### src/pmc_defs.svh
// Register offsets, reset values and field positions for the port mode configuration block
`ifndef PMC_DEFS_SVH
`define PMC_DEFS_SVH
`define PMC_IDX_A_DATA 8'h00
`define PMC_IDX_A_DIR 8'h01
`define PMC_IDX_A_OPT 8'h02
`define PMC_IDX_B_DATA 8'h03
`define PMC_IDX_B_DIR 8'h04
`define PMC_IDX_B_OPT 8'h05
`define PMC_IDX_C_DATA 8'h06
`define PMC_IDX_C_DIR 8'h07
`define PMC_IDX_C_OPT 8'h08
`define PMC_IDX_D_DATA 8'h09
`define PMC_IDX_D_DIR 8'h0A
`define PMC_IDX_D_OPT 8'h0B
`define PMC_IDX_E_DATA 8'h0C
`define PMC_IDX_E_DIR 8'h0D
`define PMC_IDX_E_OPT 8'h0E
`define PMC_IDX_F_DATA 8'h0F
`define PMC_IDX_F_DIR 8'h10
`define PMC_IDX_F_OPT 8'h11
`define PMC_IDX_IRQ_STATUS 8'h12
`define PMC_IDX_IRQ_MASK 8'h13
`define PMC_IDX_CAN_CTRL 8'h14
`define PMC_PORT_RESET 8'h00
`define PMC_CAN_PIN 4
`define PMC_IRQ_BITS 4
`endif

### src/pmc_pkg.sv
// Types shared by the port mode configuration block
`default_nettype none
package pmc_pkg;
  typedef enum logic [2:0] {
    PMC_FLOAT_IN = 3'b000,
    PMC_PULLUP_IN = 3'b001,
    PMC_OPEN_DRAIN = 3'b010,
    PMC_PUSH_PULL = 3'b011,
    PMC_FLOAT_IRQ = 3'b100,
    PMC_PULLUP_IRQ = 3'b101
  } pmc_mode_t;
endpackage : pmc_pkg
`default_nettype wire

### src/pmc_port_config.sv
// APB register bank and pin mode decode for six eight-bit general-purpose ports
// Notes on behaviour
// - Standard pins: 00 float,01 pullup,10 od,11 pp
// - Pulled interrupt pins: 01 is pull-up interrupt
// - Unpulled interrupt pins: 01 is floating interrupt
// - Ports A..D interrupts onto lines 0..3
// - CAN pin never a general output
// - CAN enabled: transmit line drives the pin
// - CAN disabled: pin is pull-up input
// - CAN pin data read returns pin level
// - CAN transmit selected drives push-pull
// - Register bit X maps to pin X
// - Input: read pin, write only latch
// - Output: latch drives pin, read latch
// - Alternate function overrides direction and option
`include "pmc_defs.svh"
`default_nettype none
module pmc_port_config #(
  parameter int NPORT = 6,
  // Interrupt-capable pins per port, pull-up variants and pull-less variants
  parameter logic [7:0] IRQ_PU_A = 8'h55,
  parameter logic [7:0] IRQ_NP_A = 8'hAA,
  parameter logic [7:0] IRQ_PU_B = 8'h15,
  parameter logic [7:0] IRQ_NP_B = 8'h2A,
  parameter logic [7:0] IRQ_PU_C = 8'h02,
  parameter logic [7:0] IRQ_NP_C = 8'h04,
  parameter logic [7:0] IRQ_PU_D = 8'h41,
  parameter logic [7:0] IRQ_NP_D = 8'h92
) (
  input wire logic CLK_SYS,
  input wire logic RSTN,
  input wire logic PSEL,
  input wire logic PENABLE,
  input wire logic PWRITE,
  input wire logic [7:0] PADDR,
  input wire logic [31:0] PWDATA,
  input wire logic [3:0] PSTRB,
  output logic [31:0] PRDATA,
  output logic PREADY,
  output logic PSLVERR,
  input wire logic [47:0] PIN_IN,
  output logic [47:0] PIN_OUT,
  output logic [47:0] PIN_OE,
  output logic [47:0] PIN_PULLUP,
  input wire logic CAN_TX_LINE,
  output logic EXT_IRQ_LINE_0,
  output logic EXT_IRQ_LINE_1,
  output logic EXT_IRQ_LINE_2,
  output logic EXT_IRQ_LINE_3,
  output logic IRQ
);
  import pmc_pkg::*;

  logic [7:0] latch_reg [NPORT];
  logic [7:0] dir_reg [NPORT];
  logic [7:0] opt_reg [NPORT];
  logic [3:0] irq_status_reg;
  logic [3:0] irq_mask_reg;
  logic can_enable_reg;
  logic [3:0] line_prev_reg;
  logic [3:0] line_now;
  logic [7:0] irq_pu [4];
  logic [7:0] irq_np [4];
  logic [7:0] word_idx;
  logic wr_en;
  logic rd_sel;
  logic addr_ok;
  logic [7:0] rd_byte;
  logic [47:0] pin_out_c;
  logic [47:0] pin_oe_c;
  logic [47:0] pin_pu_c;
  logic [7:0] port_read [NPORT];
  logic [7:0] port_byte;

  // Flattened per-pin views of the port registers and the pin classes
  logic [47:0] dir_flat;
  logic [47:0] opt_flat;
  logic [47:0] latch_flat;
  logic [47:0] class_pu;
  logic [47:0] class_np;
  pmc_mode_t pin_mode [48];
  logic [47:0] irq_in_en;

  // Write strobes, one per register
  logic [NPORT-1:0] wr_latch;
  logic [NPORT-1:0] wr_dir;
  logic [NPORT-1:0] wr_opt;
  logic wr_status;
  logic wr_mask;
  logic wr_can;

  // Interrupt status update terms
  logic [3:0] status_clr;
  logic [3:0] line_rise;

  assign irq_pu[0] = IRQ_PU_A;
  assign irq_pu[1] = IRQ_PU_B;
  assign irq_pu[2] = IRQ_PU_C;
  assign irq_pu[3] = IRQ_PU_D;
  assign irq_np[0] = IRQ_NP_A;
  assign irq_np[1] = IRQ_NP_B;
  assign irq_np[2] = IRQ_NP_C;
  assign irq_np[3] = IRQ_NP_D;

  // Flatten the per-port bytes: pin n is bit n of each vector
  for (genvar gp = 0; gp < NPORT; gp++) begin : g_flat
    assign dir_flat[8 * gp +: 8] = dir_reg[gp];
    assign opt_flat[8 * gp +: 8] = opt_reg[gp];
    assign latch_flat[8 * gp +: 8] = latch_reg[gp];
  end

  // Interrupt-capable pin classes; ports E and F carry standard pins only
  for (genvar gc = 0; gc < 4; gc++) begin : g_class
    assign class_pu[8 * gc +: 8] = irq_pu[gc];
    assign class_np[8 * gc +: 8] = irq_np[gc];
  end
  assign class_pu[47:32] = 16'h0000;
  assign class_np[47:32] = 16'h0000;

  // Word-aligned APB decode; slave answers in the first access cycle
  assign word_idx = {2'b00, PADDR[7:2]};
  assign addr_ok = (PADDR[1:0] == 2'b00) && (word_idx <= `PMC_IDX_CAN_CTRL);
  assign wr_en = PSEL && PENABLE && PWRITE && addr_ok && PSTRB[0];
  assign rd_sel = PSEL && !PWRITE;
  assign PREADY = 1'b1;
  assign PSLVERR = PSEL && PENABLE && !addr_ok;

  // One write strobe per port register keeps each register block simple
  always_comb begin
    wr_latch = '0;
    wr_dir = '0;
    wr_opt = '0;
    for (int p = 0; p < NPORT; p++) begin
      wr_latch[p] = wr_en && (word_idx == 8'(3 * p));
      wr_dir[p] = wr_en && (word_idx == 8'(3 * p + 1));
      wr_opt[p] = wr_en && (word_idx == 8'(3 * p + 2));
    end
  end

  // Control register strobes
  assign wr_status = wr_en && (word_idx == `PMC_IDX_IRQ_STATUS);
  assign wr_mask = wr_en && (word_idx == `PMC_IDX_IRQ_MASK);
  assign wr_can = wr_en && (word_idx == `PMC_IDX_CAN_CTRL);

  // Data latches; written in input mode too, only the pin is unaffected
  always_ff @(posedge CLK_SYS or negedge RSTN) begin
    if (!RSTN) begin
      for (int p = 0; p < NPORT; p++) begin
        latch_reg[p] <= `PMC_PORT_RESET;
      end
    end else begin
      for (int p = 0; p < NPORT; p++) begin
        if (wr_latch[p]) begin
          latch_reg[p] <= PWDATA[7:0];
        end
      end
    end
  end

  // Direction bits; a one makes the pin an output
  always_ff @(posedge CLK_SYS or negedge RSTN) begin
    if (!RSTN) begin
      for (int p = 0; p < NPORT; p++) begin
        dir_reg[p] <= `PMC_PORT_RESET;
      end
    end else begin
      for (int p = 0; p < NPORT; p++) begin
        if (wr_dir[p]) begin
          dir_reg[p] <= PWDATA[7:0];
        end
      end
    end
  end

  // Option bits; their meaning depends on direction and pin class
  always_ff @(posedge CLK_SYS or negedge RSTN) begin
    if (!RSTN) begin
      for (int p = 0; p < NPORT; p++) begin
        opt_reg[p] <= `PMC_PORT_RESET;
      end
    end else begin
      for (int p = 0; p < NPORT; p++) begin
        if (wr_opt[p]) begin
          opt_reg[p] <= PWDATA[7:0];
        end
      end
    end
  end

  // CAN alternate function enable
  always_ff @(posedge CLK_SYS or negedge RSTN) begin
    if (!RSTN) begin
      can_enable_reg <= 1'b0;
    end else if (wr_can) begin
      can_enable_reg <= PWDATA[0];
    end
  end

  // Per-pin mode from direction, option and pin class
  always_comb begin
    for (int n = 0; n < 48; n++) begin
      case ({dir_flat[n], opt_flat[n]})
        2'b00: begin
          pin_mode[n] = PMC_FLOAT_IN;
        end
        2'b01: begin
          if (class_np[n]) begin
            pin_mode[n] = PMC_FLOAT_IRQ;
          end else if (class_pu[n]) begin
            pin_mode[n] = PMC_PULLUP_IRQ;
          end else begin
            pin_mode[n] = PMC_PULLUP_IN;
          end
        end
        2'b10: begin
          pin_mode[n] = PMC_OPEN_DRAIN;
        end
        2'b11: begin
          pin_mode[n] = PMC_PUSH_PULL;
        end
        default: begin
          pin_mode[n] = PMC_FLOAT_IN;
        end
      endcase
    end
  end

  // Pin drive from the mode; open drain only ever pulls low
  always_comb begin
    pin_out_c = '0;
    pin_oe_c = '0;
    pin_pu_c = '0;
    for (int n = 0; n < 48; n++) begin
      case (pin_mode[n])
        PMC_PULLUP_IN, PMC_PULLUP_IRQ: begin
          pin_pu_c[n] = 1'b1;
        end
        PMC_FLOAT_IN, PMC_FLOAT_IRQ: begin
          pin_pu_c[n] = 1'b0;
        end
        PMC_OPEN_DRAIN: begin
          pin_out_c[n] = latch_flat[n];
          pin_oe_c[n] = !latch_flat[n]; // Released while the latch holds a one
        end
        PMC_PUSH_PULL: begin
          pin_out_c[n] = latch_flat[n];
          pin_oe_c[n] = 1'b1;
        end
        default: begin
          pin_oe_c[n] = 1'b0; // Unused code leaves the pin floating
        end
      endcase
    end
    // CAN pin: transmit line wins over direction and option
    if (can_enable_reg) begin
      pin_out_c[16 + `PMC_CAN_PIN] = CAN_TX_LINE;
      pin_oe_c[16 + `PMC_CAN_PIN] = 1'b1;
      pin_pu_c[16 + `PMC_CAN_PIN] = 1'b0;
    end else begin
      pin_out_c[16 + `PMC_CAN_PIN] = 1'b0;
      pin_oe_c[16 + `PMC_CAN_PIN] = 1'b0;
      pin_pu_c[16 + `PMC_CAN_PIN] = 1'b1;
    end
  end

  // Pin outputs registered so they never glitch on decode changes
  always_ff @(posedge CLK_SYS or negedge RSTN) begin
    if (!RSTN) begin
      PIN_OUT <= '0;
      PIN_OE <= '0;
      PIN_PULLUP <= '0;
    end else begin
      PIN_OUT <= pin_out_c;
      PIN_OE <= pin_oe_c;
      PIN_PULLUP <= pin_pu_c;
    end
  end

  // Data read value per pin: latch when output, pin level otherwise and always on the CAN pin
  always_comb begin
    for (int p = 0; p < NPORT; p++) begin
      for (int b = 0; b < 8; b++) begin
        port_read[p][b] = dir_reg[p][b] ? latch_reg[p][b] : PIN_IN[8 * p + b];
      end
    end
    port_read[2][`PMC_CAN_PIN] = PIN_IN[16 + `PMC_CAN_PIN];
  end

  // Only the two interrupt input modes feed a line
  always_comb begin
    for (int n = 0; n < 48; n++) begin
      irq_in_en[n] = (pin_mode[n] == PMC_FLOAT_IRQ)
                     || (pin_mode[n] == PMC_PULLUP_IRQ);
    end
  end

  // Each line ORs the enabled pins of its own port; sensitivity is left outside
  always_comb begin
    for (int p = 0; p < 4; p++) begin
      line_now[p] = |(irq_in_en[8 * p +: 8] & PIN_IN[8 * p +: 8]);
    end
  end
  assign EXT_IRQ_LINE_0 = line_now[0];
  assign EXT_IRQ_LINE_1 = line_now[1];
  assign EXT_IRQ_LINE_2 = line_now[2];
  assign EXT_IRQ_LINE_3 = line_now[3];

  // Edge detector; reset low to match the idle level of the lines
  always_ff @(posedge CLK_SYS or negedge RSTN) begin
    if (!RSTN) begin
      line_prev_reg <= 4'h0;
    end else begin
      line_prev_reg <= line_now;
    end
  end

  // Clear request from a write-one-to-clear access, and fresh rising edges
  assign status_clr = wr_status ? PWDATA[3:0] : 4'h0;
  assign line_rise = line_now & ~line_prev_reg;

  // Sticky status; an edge in the same cycle as its clear keeps the bit set
  always_ff @(posedge CLK_SYS or negedge RSTN) begin
    if (!RSTN) begin
      irq_status_reg <= 4'h0;
    end else begin
      irq_status_reg <= (irq_status_reg & ~status_clr) | line_rise;
    end
  end

  // Interrupt mask, a one lets the status bit through
  always_ff @(posedge CLK_SYS or negedge RSTN) begin
    if (!RSTN) begin
      irq_mask_reg <= 4'h0;
    end else if (wr_mask) begin
      irq_mask_reg <= PWDATA[3:0];
    end
  end
  assign IRQ = |(irq_status_reg & irq_mask_reg);

  // Port register read byte: data, direction or option of the addressed port
  always_comb begin
    port_byte = 8'h00;
    for (int p = 0; p < NPORT; p++) begin
      if (word_idx == 8'(3 * p)) begin
        port_byte = port_read[p];
      end
      if (word_idx == 8'(3 * p + 1)) begin
        port_byte = dir_reg[p];
      end
      if (word_idx == 8'(3 * p + 2)) begin
        port_byte = opt_reg[p];
      end
    end
  end

  // Control registers sit above the port block; unmapped words read as zero
  always_comb begin
    rd_byte = port_byte;
    if (word_idx == `PMC_IDX_IRQ_STATUS) begin
      rd_byte = {4'h0, irq_status_reg};
    end
    if (word_idx == `PMC_IDX_IRQ_MASK) begin
      rd_byte = {4'h0, irq_mask_reg};
    end
    if (word_idx == `PMC_IDX_CAN_CTRL) begin
      rd_byte = {7'h00, can_enable_reg};
    end
    if (!addr_ok) begin
      rd_byte = 8'h00; // Refused access returns zero alongside the error
    end
  end

  // Read data registered in the setup cycle, valid throughout access
  always_ff @(posedge CLK_SYS or negedge RSTN) begin
    if (!RSTN) begin
      PRDATA <= 32'h00000000;
    end else if (rd_sel && !PENABLE) begin
      PRDATA <= {24'h000000, rd_byte};
    end
  end
endmodule : pmc_port_config
`default_nettype wire

### config.mk
export PLATFORM = sky130hd
export DESIGN_NAME = pmc_port_config
export DESIGN_NICKNAME = d
export VERILOG_FILES = /design/src/pmc_pkg.sv /design/src/pmc_port_config.sv
export VERILOG_INCLUDE_DIRS = /design/src
export SDC_FILE = /design/constraint.sdc
export NUM_CORES = 1
export LEC_CHECK = 0
export ABC_AREA = 1
export BUFFER_PORTS_ARGS = -buffer_cell sky130_fd_sc_hd__buf_4
export CAP_MARGIN = 20
export CORE_MARGIN = 1
export CORE_UTILIZATION = 40
export CTS_CLUSTER_SIZE = 16
export DETAILED_ROUTE_END_ITERATION = 12
export MAX_ROUTING_LAYER = met4
export PLACE_DENSITY = 0.64
export REMOVE_ABC_BUFFERS = 1
export SYNTH_ARGS = -nofsm -noshare
export SYNTH_HDL_FRONTEND = slang
export SYNTH_SLANG_ARGS = --single-unit
### constraint.sdc
create_clock -name CLK_SYS -period 2.2 [get_ports CLK_SYS]
set_input_delay 0.33 -clock CLK_SYS [delete_from_list [all_inputs] [get_ports CLK_SYS]]
set_output_delay 0.33 -clock CLK_SYS [all_outputs]
set_load 0.005 [all_outputs]
==> flow_results.org, run 1 <==
** Die
- I/O Pins :: 281
- Horiz. Die Dim :: 181 um
- Die Area :: 32900 sq um
- Chip Height :: 181 um
- The floorplan has 65 rows.
- Initial core utilization :: 40.7%
- The floorplan step defined a core boundary enclosing 31600 sq um.

** STA
- Of the available clock period, the critical path in the final layout requires 96.5%.
- After layout, the minimum clock period comes to 2120 ps.
- The worst path meets setup with 77.5 ps of slack.
- The number of failing hold endpoints at the final stage came to 0.
- Clock skew on the completed layout was measured at 18.7 ps.
- Final count of pins violating max slew :: 0
- Setup TNS :: 0 ps
- Upper clock frequency limit :: 471 MHz
- Setup repair after global routing missed its margin :: true
- Worst slew margin :: 59.5%
- For the pin with the worst max-slew slack, the measured transition is 608 ps.
- Setup violations remaining at the end of the flow were counted as 0.

** GRT
- Met2 Track Usage GR :: 37.0%
- Vias in the first global route :: 10.7k
- After global routing, the most crowded layer is met2.
- Global routing used 23.9% of the available tracks across all layers.
- Global routing consumed, on the met1 layer, 32.8% of the routing resources.
- Pin count of the biggest net entering global routing :: 77
- Global-route wire length before repair :: 58900 um
- Antenna violations before repair :: 0
- After global routing the overflow that remains totals 0.
- Global routing used 2.69% of the available met3 tracks.

** Drt
- Total number of vias :: 10.8k
- The first detailed-routing pass ran for 6 iterations.
- Average wire length per cell after detail routing :: 17.5 um
- Aggregate routed wire length :: 37900 um
- The count of nets left with antenna violations once routing finished came out at 0.
- For this block, the initial DRC count from the detailed router was 962.
- Number of remaining DRC errors :: 0
- Dividing the detail-routed via count by the number of cells gives 4.96.

** Place
- Before CTS, the worst setup slack after placement is -227 ps.
- The congestion estimate from routability-driven global placement came to 0.909.
- Once placement finished, the instance area stood at 15800 sq um.
- Summed over all nets, the half-perimeter wirelength after detailed placement is 27400 um.
- The count of buffers added on input and output ports is 228.

** Layout
- For this run, the post-layout net count is 1842.
- Top library cells by usage in the layout, fill and taps aside :: nand2_1 (352), buf_4 (336), dfrtp_1 (307), inv_1 (178), o21ai_0 (113)
- In the final layout, the share of cells above drive strength 1 is 27.2%.
- Across the whole layout, storage elements account for 7710 sq um.
- The multi-input combinational cells in the finished layout cover a total of 4280 sq um.
- The filler cells instantiated in the layout total 2826.
- Leaving out fill and tap cells, the most frequent cell in the layout is nand2_1.
- At the end of the flow the core is filled with cells to 54.0%.
- Once layout is done, the placed cells without fillers occupy 17100 sq um.
- Layout-stage area growth over the synthesis result :: 32.8%
- 0 antenna diodes ended up in the layout.

** Logic synthesis
- Summing every instance area after synthesis gives 12900 sq um.
- The netlist uses 39 different library cells.
- Count of warnings emitted by yosys :: 0
- Synthesis inferred 308 register bits.
- Sequential area share after synthesis :: 59.9%
- Cells after synthesis :: 1384
- After synthesis, the mean cell area works out to 9.30 sq um.

** Flow run
- The tool flagged a number of max-cap violations equal to 0.

** Clock network
- TritonCTS built the clock tree.
- After clock tree synthesis, the clock-pin slew on the worst setup and hold paths is 60 ps.
- The cell sitting at the root of the clock tree is a clkbuf_16.
- Clock latency on the worst-skew pair, taken at its later pin, is 560 ps.
- Number of buffers added by the clock tree synthesis step :: 30
- The longest clock path from root to sink contains 3 buffers.
- Num Clock Sinks :: 308
- Maximum level of the CTS H-tree :: 1

** Critical path
- On the worst path, the slowest cell contributes a delay of 390 ps.
- Among all stages on the critical path, the largest delay is contributed by dfrtp_1.
- CP cell instances :: inv_2 > nor2_2 > a32o_1 > nor3_2 > buf_4 > inv_2 > buf_6
- Worst path bufs/invs :: 4
- Required time at the worst-slack endpoint :: 1870 ps
- Top cell family by delay on the critical path :: flip-flops
- Arrival time at the worst endpoint :: 1790 ps
- In this design, the critical path's most frequently occurring cell is inv_2.
- The worst setup path is launched from a flip-flop.
- Kind of end point of the critical path :: output pin
- Crit path max fanout :: 3
- The critical path is of the reg -> out type.

** Power
- Leakage power summed over all cells :: 8.94 nW
- Maximum vdd drop :: 0.704 mV
- Power spread over the standard cell area amounts to 693 nW/um^2.
- Total power :: 0.0118 W

** Run status
- Run status :: finished clean

** Hold path
- The path class of the tightest hold or removal check is in -> reg.
-- report_power, final --
| group | switching [W] | total (W) | internal [W] |
|---|---|---|---|
| clock network | 0.00215 | 0.00537 | 0.00322 |
| registers | 0.0000396 | 0.00577 | 0.00573 |
| logic | 0.000443 | 0.000709 | 0.000266 |
| total | 0.00264 | 0.0118 | 0.00921 |
-- routing by layer --
layer / up-vias / share of wire [%]
li1: 5057 / -
met1: 5208 / 44
met2: 415 / 46
met3: 73 / 6.4
met4: 0 / 3.1
met5: - / 0
-- worst min-delay path, cell delays in order --
cell and delay, ps:
buf_4 100, nand2_1 60, o21ai_0 140
-- path summary, 6_finish.rpt --
path                                             from                    endpoint  slack [ps]  cells past startpoint
setup / recovery             opt_flat[30]$_DFFE_PN0P_              EXT_IRQ_LINE_3          80                      7
hold / removal                             PIN_IN[17]  line_prev_reg[2]$_DFF_PN0_         140                      3
setup reg to reg              dir_flat[6]$_DFFE_PN0P_       PRDATA[6]$_DFFE_PN0P_         110                     15
hold reg to reg            can_enable_reg$_DFFE_PN0P_        PIN_OE[20]$_DFF_PN0_         420                      0
max in group asynchronous                        RSTN    PIN_PULLUP[35]$_DFF_PN0_        1130                      3
min in group asynchronous                        RSTN     PIN_PULLUP[3]$_DFF_PN0_         370                      2
-- synth_stat cells, drive strengths merged --
master / instances / area (sq um)
o22ai: 5 / 31.3
a31oi: 1 / 6.26
mux2: 26 / 293
nand2: 352 / 1320
inv: 191 / 719
nand4: 4 / 25.0
nor4: 3 / 48.8
clkinv: 4 / 15.0
a21boi: 4 / 30.0
conb: 2 / 7.51
nor2: 94 / 443
a32o: 2 / 20.0
nand3: 39 / 210
o211ai: 2 / 20.0
o21ai: 131 / 656
nor3: 14 / 131
dfrtp: 308 / 7710
a221oi: 2 / 17.5
nand3b: 2 / 15.0
clkbuf: 12 / 46.3
o2111ai: 2 / 17.5
a21oi: 110 / 551
buf: 47 / 342
o21a: 27 / 203
-- final cells by class --
cell class,instances,area share (%)
sequential,308,45.1
clock inverter,9,0.725
multi-input combinational,856,25.0
tap,402,2.94
clock buffer,45,5.37
timing repair buffer,353,16.5
inverter,195,4.30
-- kinds of logic (layout without fill, tap and decap cells) --
| family | Yosys count | count (layout) | synth area share, % |
|---|---|---|---|
| AOI/OAI and AO/OA | 286 | 286 | 12.0 |
| DFF | 308 | 308 | 59.9 |
| muxes | 26 | 26 | 2.27 |
| other | 2 | 36 | 0.0583 |
| buffers and inverters | 254 | 602 | 8.72 |
| and+or+nand+nor | 508 | 508 | 17.0 |
-- repair_timing --
item                       4_1_cts  5_1_grt
setup endpoints to repair        4       10
hold buffers                     2        0
hold endpoints to repair        68        0
gates resized for setup          5       28
pin swaps                        4       11
setup buffers                    3        8
-- per-stage QoR --
stage | cells | hold WS (ps)
2_1_floorplan | 1359 | 34.4
3_3_place_gp | 2101 | 354
3_5_place_dp | 2101 | 364
4_1_cts | 2160 | 129
5_1_grt | 2168 | 157
6_report | 2168 | 143
Power figures use the tool's default switching activity.
==> inputs of run 2 (changes only) <==
--- a/config.mk
+++ b/config.mk
@@ -6,15 +6,14 @@
 export SDC_FILE = /design/constraint.sdc
 export NUM_CORES = 1
 export LEC_CHECK = 0
-export ABC_AREA = 1
 export BUFFER_PORTS_ARGS = -buffer_cell sky130_fd_sc_hd__buf_4
 export CAP_MARGIN = 20
 export CORE_MARGIN = 1
-export CORE_UTILIZATION = 40
+export CORE_UTILIZATION = 54
 export CTS_CLUSTER_SIZE = 16
 export DETAILED_ROUTE_END_ITERATION = 12
 export MAX_ROUTING_LAYER = met4
-export PLACE_DENSITY = 0.64
+export PLACE_DENSITY = 0.81
 export REMOVE_ABC_BUFFERS = 1
 export SYNTH_ARGS = -nofsm -noshare
 export SYNTH_HDL_FRONTEND = slang
==> flow_results.org, run 2 <==
** Critical path
- Critical path start-end classification :: reg -> out
- The top fanout value on the critical path is 2 (-1).
- The worst setup path is launched from a flip-flop.
- The critical path data arrival time was 1950 ps (+160 ps).
- The data required time of the worst path came to 1870 ps (about the same).
- Kind of end point of the critical path :: output pin

** Hold path
- The worst hold path belongs to the class in -> reg.

** GRT
- The via count of the first global-routing pass came to 10.7k (-0.056%).
- Remaining Overflow, GRT :: 0 (unchanged)
- The number of antenna violations at the first check in global routing came to 0 (unchanged).
- Global-route wire length before repair :: 58900 um (about the same)
- Total routing usage reported by global routing :: 32.3% (+8.4 points)
- Pin count of the biggest net entering global routing :: 65 (-16%)

** Logic synthesis
- In the post-synthesis netlist, the biggest area contributors are dfrtp_1 (58%), mux2_2 (13%), and2_1 (2.2%).
- Synth cell count leaders :: dfrtp_1 (308), mux2_2 (148), inv_1 (74)
- The mean post-synth cell area came to 12.1 sq um (+30%).
- Number of synthesized register bits :: 308 (unchanged)
- Share of synthesized flip-flops with an asynchronous set or reset :: 100% (unchanged)
- The most used flip-flop cell after synthesis is dfrtp_1.
- Number of distinct library cells after synthesis :: 70 (+79%)
- The Yosys warning count was 0 (unchanged).
- Number of enable-type register cells in the synthesized netlist :: 0 (unchanged)
- The fraction of the yosys area taken by sequential cells was 58.2% (-1.6 points).
- The area share of the largest cell type after synthesis was 58.2% (-1.6 points).
- The most common cell in the synthesized netlist is dfrtp_1.
- Cell Area, Synth :: 13200 sq um (+2.8%)
- The number of instances in the synthesized netlist was 1094 (-21%).
- Cell type with the highest aggregate area in the netlist :: dfrtp_1

** Drt
- Number of remaining DRC errors :: 0 (unchanged)
- The detailed-route via count came to 10.6k (-1.7%).
- The count of routing violations after the opening detailed-route iteration is 987 (+2.6%).
- Average wire length per cell after detail routing :: 21.3 um (+22%)
- Number of detailed-routing iterations run before antenna repair :: 6 (unchanged)
- The per-cell via count in the routed design was 5.79 (+17%).
- Count of antenna-violating nets left after detailed routing :: 0 (unchanged)
- Aggregate routed wire length :: 39000 um (+2.9%)

** Power
- The static leakage is 8.86 nW (-0.84%).
- The power spent charging and discharging nets is 0.00263 W (-0.33%).
- The register share of total power came to 47.1% (-1.6 points).
- The net switching share of the total power was 21.6% (-0.67 points).
- The part of the total power dissipated in the clock network is 47.0% (+1.7 points).
- Maximum vdd drop :: 0.532 mV (-24%)
- Total power :: 0.0122 W (+2.8%)
- Internal power of the cells :: 0.00955 W (+3.7%)
- The combinational share of power was 5.9% (about the same).
- P per Cell Area :: 694 nW/um^2 (+0.11%)

** Layout
- The number of standard cells in the layout, taps in and fillers out came to 1827 (-16%).
- Fraction of layout instances using a drive strength above 1 :: 41.8% (+15 points)
- Sequential cell area :: 7710 sq um (about the same)
- Cell area after layout :: 17600 sq um (+2.7%)
- Top library cells by usage in the layout, fill and taps aside :: buf_4 (375), dfrtp_1 (305), mux2_2 (148), inv_1 (69)
- The library cell used most frequently in the layout, excluding fill and tap cells, is buf_4.
- Net total in the final layout :: 1582 (-14%)
- The area added between synthesis and finish was 32.6% (about the same).
- The area of the multi-input gates was 5020 sq um (+17%).
- Count of fill cells added during filler insertion :: 1550 (-45%)

** Place
- The final RePlAce weighted congestion came to 0.992 (+9.2%).
- The count of buffers inserted at the top-level ports came to 228 (unchanged).
- The half-perimeter wire length of the detailed placement result is 27800 um (+1.2%).
- Number of placed instances with taps included :: 1758 (-16%)
- Placement Cell Area :: 16300 sq um (+2.9%)

** STA
- The number of max-slew violations in the final report is 0 (unchanged).
- The count of final setup violators was 2 (+2).
- The relative slew slack is 51.1% (-8.4 points).
- The number of failing hold endpoints at the final stage is 0 (unchanged).
- The final clock period utilization by the worst path came to 104% (+7.2 points).
- The post-layout worst setup margin is -80.4 ps (-158 ps).
- Transition time at the pin with the least slew margin :: 732 ps (+125 ps)
- Shortest period the worst path allows :: 2280 ps (+158 ps)
- Setup repair after global routing could not meet its margin everywhere.
- Post-route clock skew :: 16.2 ps (-2.53 ps)
- Worst-case hold slack :: 147 ps (+3.85 ps)
- Upper clock frequency limit :: 439 MHz (-6.9%)

** Die
- The area of the die came to 25100 sq um (-24%).
- The effective utilization at floorplan came to 55.7% (+15 points).
- The horizontal die dimension came to 159 um (-13%).
- The total number of placement rows was 56 (-14%).
- Chip Height :: 159 um (-13%)
- Floorplan Core Area :: 23800 sq um (-25%)
- I/O Pins :: 281 (unchanged)

** Clock network
- The number of buffers created by CTS was 29 (-3.3%).
- The number of sinks driven by the clock tree is 308 (unchanged).
- Clk root buf :: clkbuf_16
- Clock transition at the register clock pins on the worst setup and hold paths after CTS :: 70 ps (about the same)
- Maximum level of the CTS H-tree :: 1 (unchanged)
- Buffer depth of the longest clock path :: 3 (unchanged)
- The clock network latency to the later pin of the worst-skew pair was 550 ps (about the same).
- TritonCTS built the clock tree.

** Flow run
- Number of max-cap violations :: 0 (unchanged)

** Run status
- Failing checks :: setup timing
- The flow ran to the end, but the final reports show violations.
-- run 2: cell types whose count changed in the layout (fill, tap and decap cells not counted), moves of 20 or more --
cell / change
a21boi_0: +25
a21oi_1: -51
and2_1: +47
buf_4: +39
inv_1: -109
mux2_2: +134
nand2_1: -310
nor2b_1: +20
o21a_1: -23
o21ai_0: -87
-- run 2: area by class of cell --
cell class              instances  area share, %
diodes                          1         0.0143
clock buffers                  34           4.36
clock inverters                20           1.92
inverters                      74           1.58
multi-input cells             683           28.6
flip-flops and latches        308           43.9
well taps                     319           2.27
repair buffers                388           17.3
-- run 2: critical path, cell delays in order (launching register included) --
cell and delay (ps):
dfrtp_1 400, inv_2 70, nor2_1 60, a32o_2 240, or4_4 500, buf_6 140
-- run 2: timing repair --
item                       4_1_cts  5_1_grt
resized for setup               10        6
pin swaps                        4        2
hold endpoints to repair        56        0
setup buffers                    5        7
hold buffers                     2        0
setup endpoints to repair        3        4
-- run 2: kinds of logic (layout without fill, tap and decap cells) --
group,Yosys count,after routing,share of synthesized area (%)
flops,308,308,58.2
other cells,2,37,0.0568
mux,155,155,13.1
compound gates,234,234,12.3
simple gates,258,258,11.2
buf+inv,137,516,5.04
-- run 2: path summary, 6_finish.rpt --
path | startpoint | to | slack [ps] | depth (start not counted)
setup / recovery | opt_flat[6]$_DFFE_PN0P_ | EXT_IRQ_LINE_0 | -80 | 5
hold / removal | PIN_IN[41] | PRDATA[1]$_DFFE_PN0P_ | 150 | 3
setup reg to reg | latch_flat[0]$_DFFE_PN0P_ | PRDATA[0]$_DFFE_PN0P_ | 190 | 8
hold reg to reg | can_enable_reg$_DFFE_PN0P_ | PIN_OE[20]$_DFF_PN0_ | 440 | 0
max in group asynchronous | RSTN | PIN_OE[26]$_DFF_PN0_ | 1080 | 3
min in group asynchronous | RSTN | PIN_PULLUP[13]$_DFF_PN0_ | 320 | 2
-- run 2: power by group through the flow --
stage          clock network (W)  registers, W  logic, W
2_1_floorplan                  0       0.00583  0.000167
3_5_place_dp                   0       0.00583  0.000701
6_report                 0.00572       0.00573  0.000721
3_3_place_gp                   0       0.00583  0.000686
4_1_cts                  0.00578       0.00573  0.000711
5_1_grt                  0.00599       0.00573  0.000775
-- run 2: per-stage QoR --
| step | TNS (ps) | utilization [%] | worst slack [ps] |
|---|---|---|---|
| finish | -81.9 | 73.9 | -80.4 |
| CTS | -81.3 | 73.6 | -81.3 |
| global placement | -4580 | 68.6 | -272 |
| global route | -175 | 73.9 | -135 |
| detailed placement | -7030 | 68.6 | -293 |
| floorplan | -71410 | - | -603 |
-- run 2: routing by layer --
| layer | share of wire, % | wire [um] | global-route usage [%] | vias up |
|---|---|---|---|---|
| met5 | 0 | 0 | - | - |
| met4 | 4.4 | 1720 | 15.0 | 0 |
| met3 | 8.2 | 3190 | 5.66 | 138 |
| met2 | 47 | 18500 | 51.0 | 597 |
| met1 | 40 | 15600 | 40.8 | 5224 |
| li1 | - | - | - | 4614 |
==> inputs of run 3 (changes only) <==
--- a/config.mk
+++ b/config.mk
@@ -6,14 +6,14 @@
 export SDC_FILE = /design/constraint.sdc
 export NUM_CORES = 1
 export LEC_CHECK = 0
-export BUFFER_PORTS_ARGS = -buffer_cell sky130_fd_sc_hd__buf_4
 export CAP_MARGIN = 20
 export CORE_MARGIN = 1
-export CORE_UTILIZATION = 54
+export CORE_UTILIZATION = 40
 export CTS_CLUSTER_SIZE = 16
 export DETAILED_ROUTE_END_ITERATION = 12
+export DONT_BUFFER_PORTS = 1
 export MAX_ROUTING_LAYER = met4
-export PLACE_DENSITY = 0.81
+export PLACE_DENSITY = 0.56
 export REMOVE_ABC_BUFFERS = 1
 export SYNTH_ARGS = -nofsm -noshare
 export SYNTH_HDL_FRONTEND = slang
==> flow_results.org, run 3 (synthesis gave the netlist of run 2 again) <==
** Clock network
- Clk root buf :: clkbuf_16
- Insertion delay of the later-clocked pin in the worst-skew pair :: 520 ps (-30 ps)
- The clock-pin slew of the registers on the worst-case setup and hold paths came to 60 ps (about the same).
- Buffer depth of the longest clock path :: 3 (unchanged)
- Hold buffer count at CTS :: 10 (+8)
- Number of buffers added by the clock tree synthesis step :: 35 (+21%)
- The level count of the clock H-tree is 2 (+1).
- Num Clock Sinks :: 308 (unchanged)
- TritonCTS built the clock tree.

** Drt
- Average wire length per cell after detail routing :: 23.5 um (+10%)
- DR WL met2 :: 18600 um (+0.83%)
- Total number of vias :: 9148 (-13%)
- The number of detailed-routing iterations run before antenna repair came to 5 (-1).
- The wire length on met1 came to 17200 um (+10%).
- Starting DRT DRC Count :: 676 (-32%)
- Routed via count divided by cell count :: 5.45 (-5.8%)
- Highest signal layer in the routed design :: met4
- The number of antenna-violating nets in the routed design came to 0 (unchanged).
- The final wirelength was 39500 um (+1.2%).
- Number of remaining DRC errors :: 0 (unchanged)
- Total met3 wirelength after detailed routing :: 3100 um (-2.9%)

** GRT
- Pin count of the biggest net entering global routing :: 309 (+380%)
- The overall overflow remaining after global route is 0 (unchanged).
- The global-route wire length before repair was 59300 um (+0.58%).
- The number of antenna violations at the first check in global routing is 4 (+4).
- The total global routing track utilization was 24.4% (-7.9 points).
- Vias in the first global route :: 9290 (-13%)

** Layout
- Count of fill cells added during filler insertion :: 3040 (+96%)
- Leaving out fill and tap cells, the most frequent cell in the layout is dfrtp_1.
- Net total in the final layout :: 1309 (-17%)
- Layout-stage area growth over the synthesis result :: 17.3%
- The proportion of layout cells with a drive suffix above 1 came to 26.9% (-15 points).
- The library cells used most frequently in the layout, excluding fill and tap cells, are dfrtp_1 (308), mux2_2 (148), buf_4 (94), inv_1 (72), nor2_1 (60).

** STA
- Setup repair after global routing left no endpoint under its margin.
- Shortest period the worst path allows :: 2150 ps (-131 ps)
- The number of max-slew violations in the final report is 0 (unchanged).
- The relative slew slack was 20.3% (-31 points).
- The final clock period utilization by the worst path came to 97.7% (-6.0 points).
- The upper clock frequency limit came to 465 MHz (+6.1%).
- The slew at the pin closest to its max-slew limit came to 1190 ps (+459 ps).
- Final count of negative-setup-slack endpoints :: 0 (-2)
- Setup TNS :: 0 ps (+81.9 ps)
- The hold slack was -486 ps (-633 ps).
- The post-layout worst setup margin is 50.5 ps (+131 ps).
- The number of failing hold endpoints at the final stage was 308 (+308).
- Post-route clock skew :: 20.2 ps (+4.04 ps)

** Critical path
- Beginning of the critical path :: dir_flat[5]$_DFFE_PN0P_
- The data required time of the worst path is 1870 ps (about the same).
- The count of cells along the worst register-to-register path came to 8 (unchanged).
- The critical path data arrival time is 1820 ps (-130 ps).
- The critical path buffer and inverter count came to 1 (-1).
- Top cell family by delay on the critical path :: simple AND/OR/NAND/NOR gates
- CP cell instances :: inv_1 > a32o_1 > or4_4
- The worst setup path is of the reg -> out kind.
- In this run the critical register-to-register path is captured at PRDATA[0]$_DFFE_PN0P_.
- Reg2Reg Setup Slack :: 120 ps (-70 ps)
- The worst register-to-register path begins at latch_flat[0]$_DFFE_PN0P_.
- The top fanout value on the critical path came to 5 (+3).
- STA classifies the critical path endpoint as an output pin.
- Crit-path slowest cell :: or4_4
- STA classifies the critical path startpoint as a flip-flop.
- The maximum single-stage delay on the critical path came to 570 ps (+70 ps).

** Place
- Global placement routability congestion :: 0.917 (-7.6%)
- Hpwl dp :: 27600 um (-0.66%)
- Count of buffers from port buffering :: 0 (-100%)
- Pre-CTS setup slack :: -75.4 ps (+217 ps)

** Die
- Horiz. Die Dim :: 184 um (+16%)
- The count of pins on the block boundary was 281 (unchanged).
- The total number of placement rows was 66 (+18%).
- The area of the die was 33800 sq um (+35%).
- Chip Height :: 184 um (+16%)
- The effective utilization at floorplan came to 40.7% (-15 points).
- The core footprint came to 32500 sq um (+37%).

** Power
- The static leakage came to 7.38 nW (-17%).
- P per Cell Area :: 746 nW/um^2 (+7.5%)
- Maximum vdd drop :: 0.517 mV (-2.8%)

** Run status
- The checks that failed: hold timing.
- The flow ran to the end, but the final reports show violations.

** Hold path
- The path class of the tightest hold or removal check is in -> async.

** Flow run
- Number of max-cap violations :: 0 (unchanged)
run 3: worst max-delay path by stage:
stage | endpoint | slack, ps | cells after the start
2_1_floorplan | dir_flat[0]$_DFFE_PN0P_ | -600 | 6
3_3_place_gp | PRDATA[3]$_DFFE_PN0P_ | -60 | 6
3_5_place_dp | PRDATA[3]$_DFFE_PN0P_ | -80 | 6
4_1_cts | EXT_IRQ_LINE_0 | 10 | 4
5_1_grt | EXT_IRQ_LINE_0 | 3 | 4
6_report | EXT_IRQ_LINE_0 | 50 | 3
run 3: layer usage:
metal,GRT usage [%],up-vias
met1,31.7,4703
met5,-,-
met3,6.56,41
met2,38.2,315
met4,5.13,0
li1,-,4089
run 3: timing repair:
| action | 4_1_cts | 5_1_grt |
|---|---|---|
| setup endpoints to repair | 1 | 1 |
| resized for setup | 2 | 2 |
| hold endpoints to repair | 460 | 308 |
| cloned | 0 | 0 |
| pin swaps | 1 | 1 |
| setup buffers | 1 | 2 |
run 3: layout make-up:
type	count	area, sq um	area share, %
inverters	74	278	1.79
multi-input cells	683	5000	32.2
well taps	442	553	3.56
clock inverters	10	90.1	0.581
flip-flops and latches	308	7710	49.7
repair buffers	109	906	5.84
diodes	4	10.0	0.0645
clock buffers	48	975	6.28
run 3: through the flow:
step / power, W / utilization [%] / cell area (sq um) / std cells / hold slack, ps
after floorplan: 0.00600 / - / 13000 / 1065 / 34.4
after global placement: 0.00612 / 44.0 / 14300 / 1603 / 41.3
after detailed placement: 0.00612 / 44.0 / 14300 / 1603 / 42.3
after CTS: 0.0117 / 47.6 / 15500 / 1672 / -512
after global routing: 0.0120 / 47.7 / 15500 / 1677 / -511
final: 0.0116 / 47.7 / 15500 / 1678 / -486
run 3: power breakdown:
group	switching, W	internal (W)	leakage, nW
Combinational	0.000215	0.000144	2.59
Clock	0.00226	0.00322	0.529
Sequential	0.0000317	0.00571	4.26
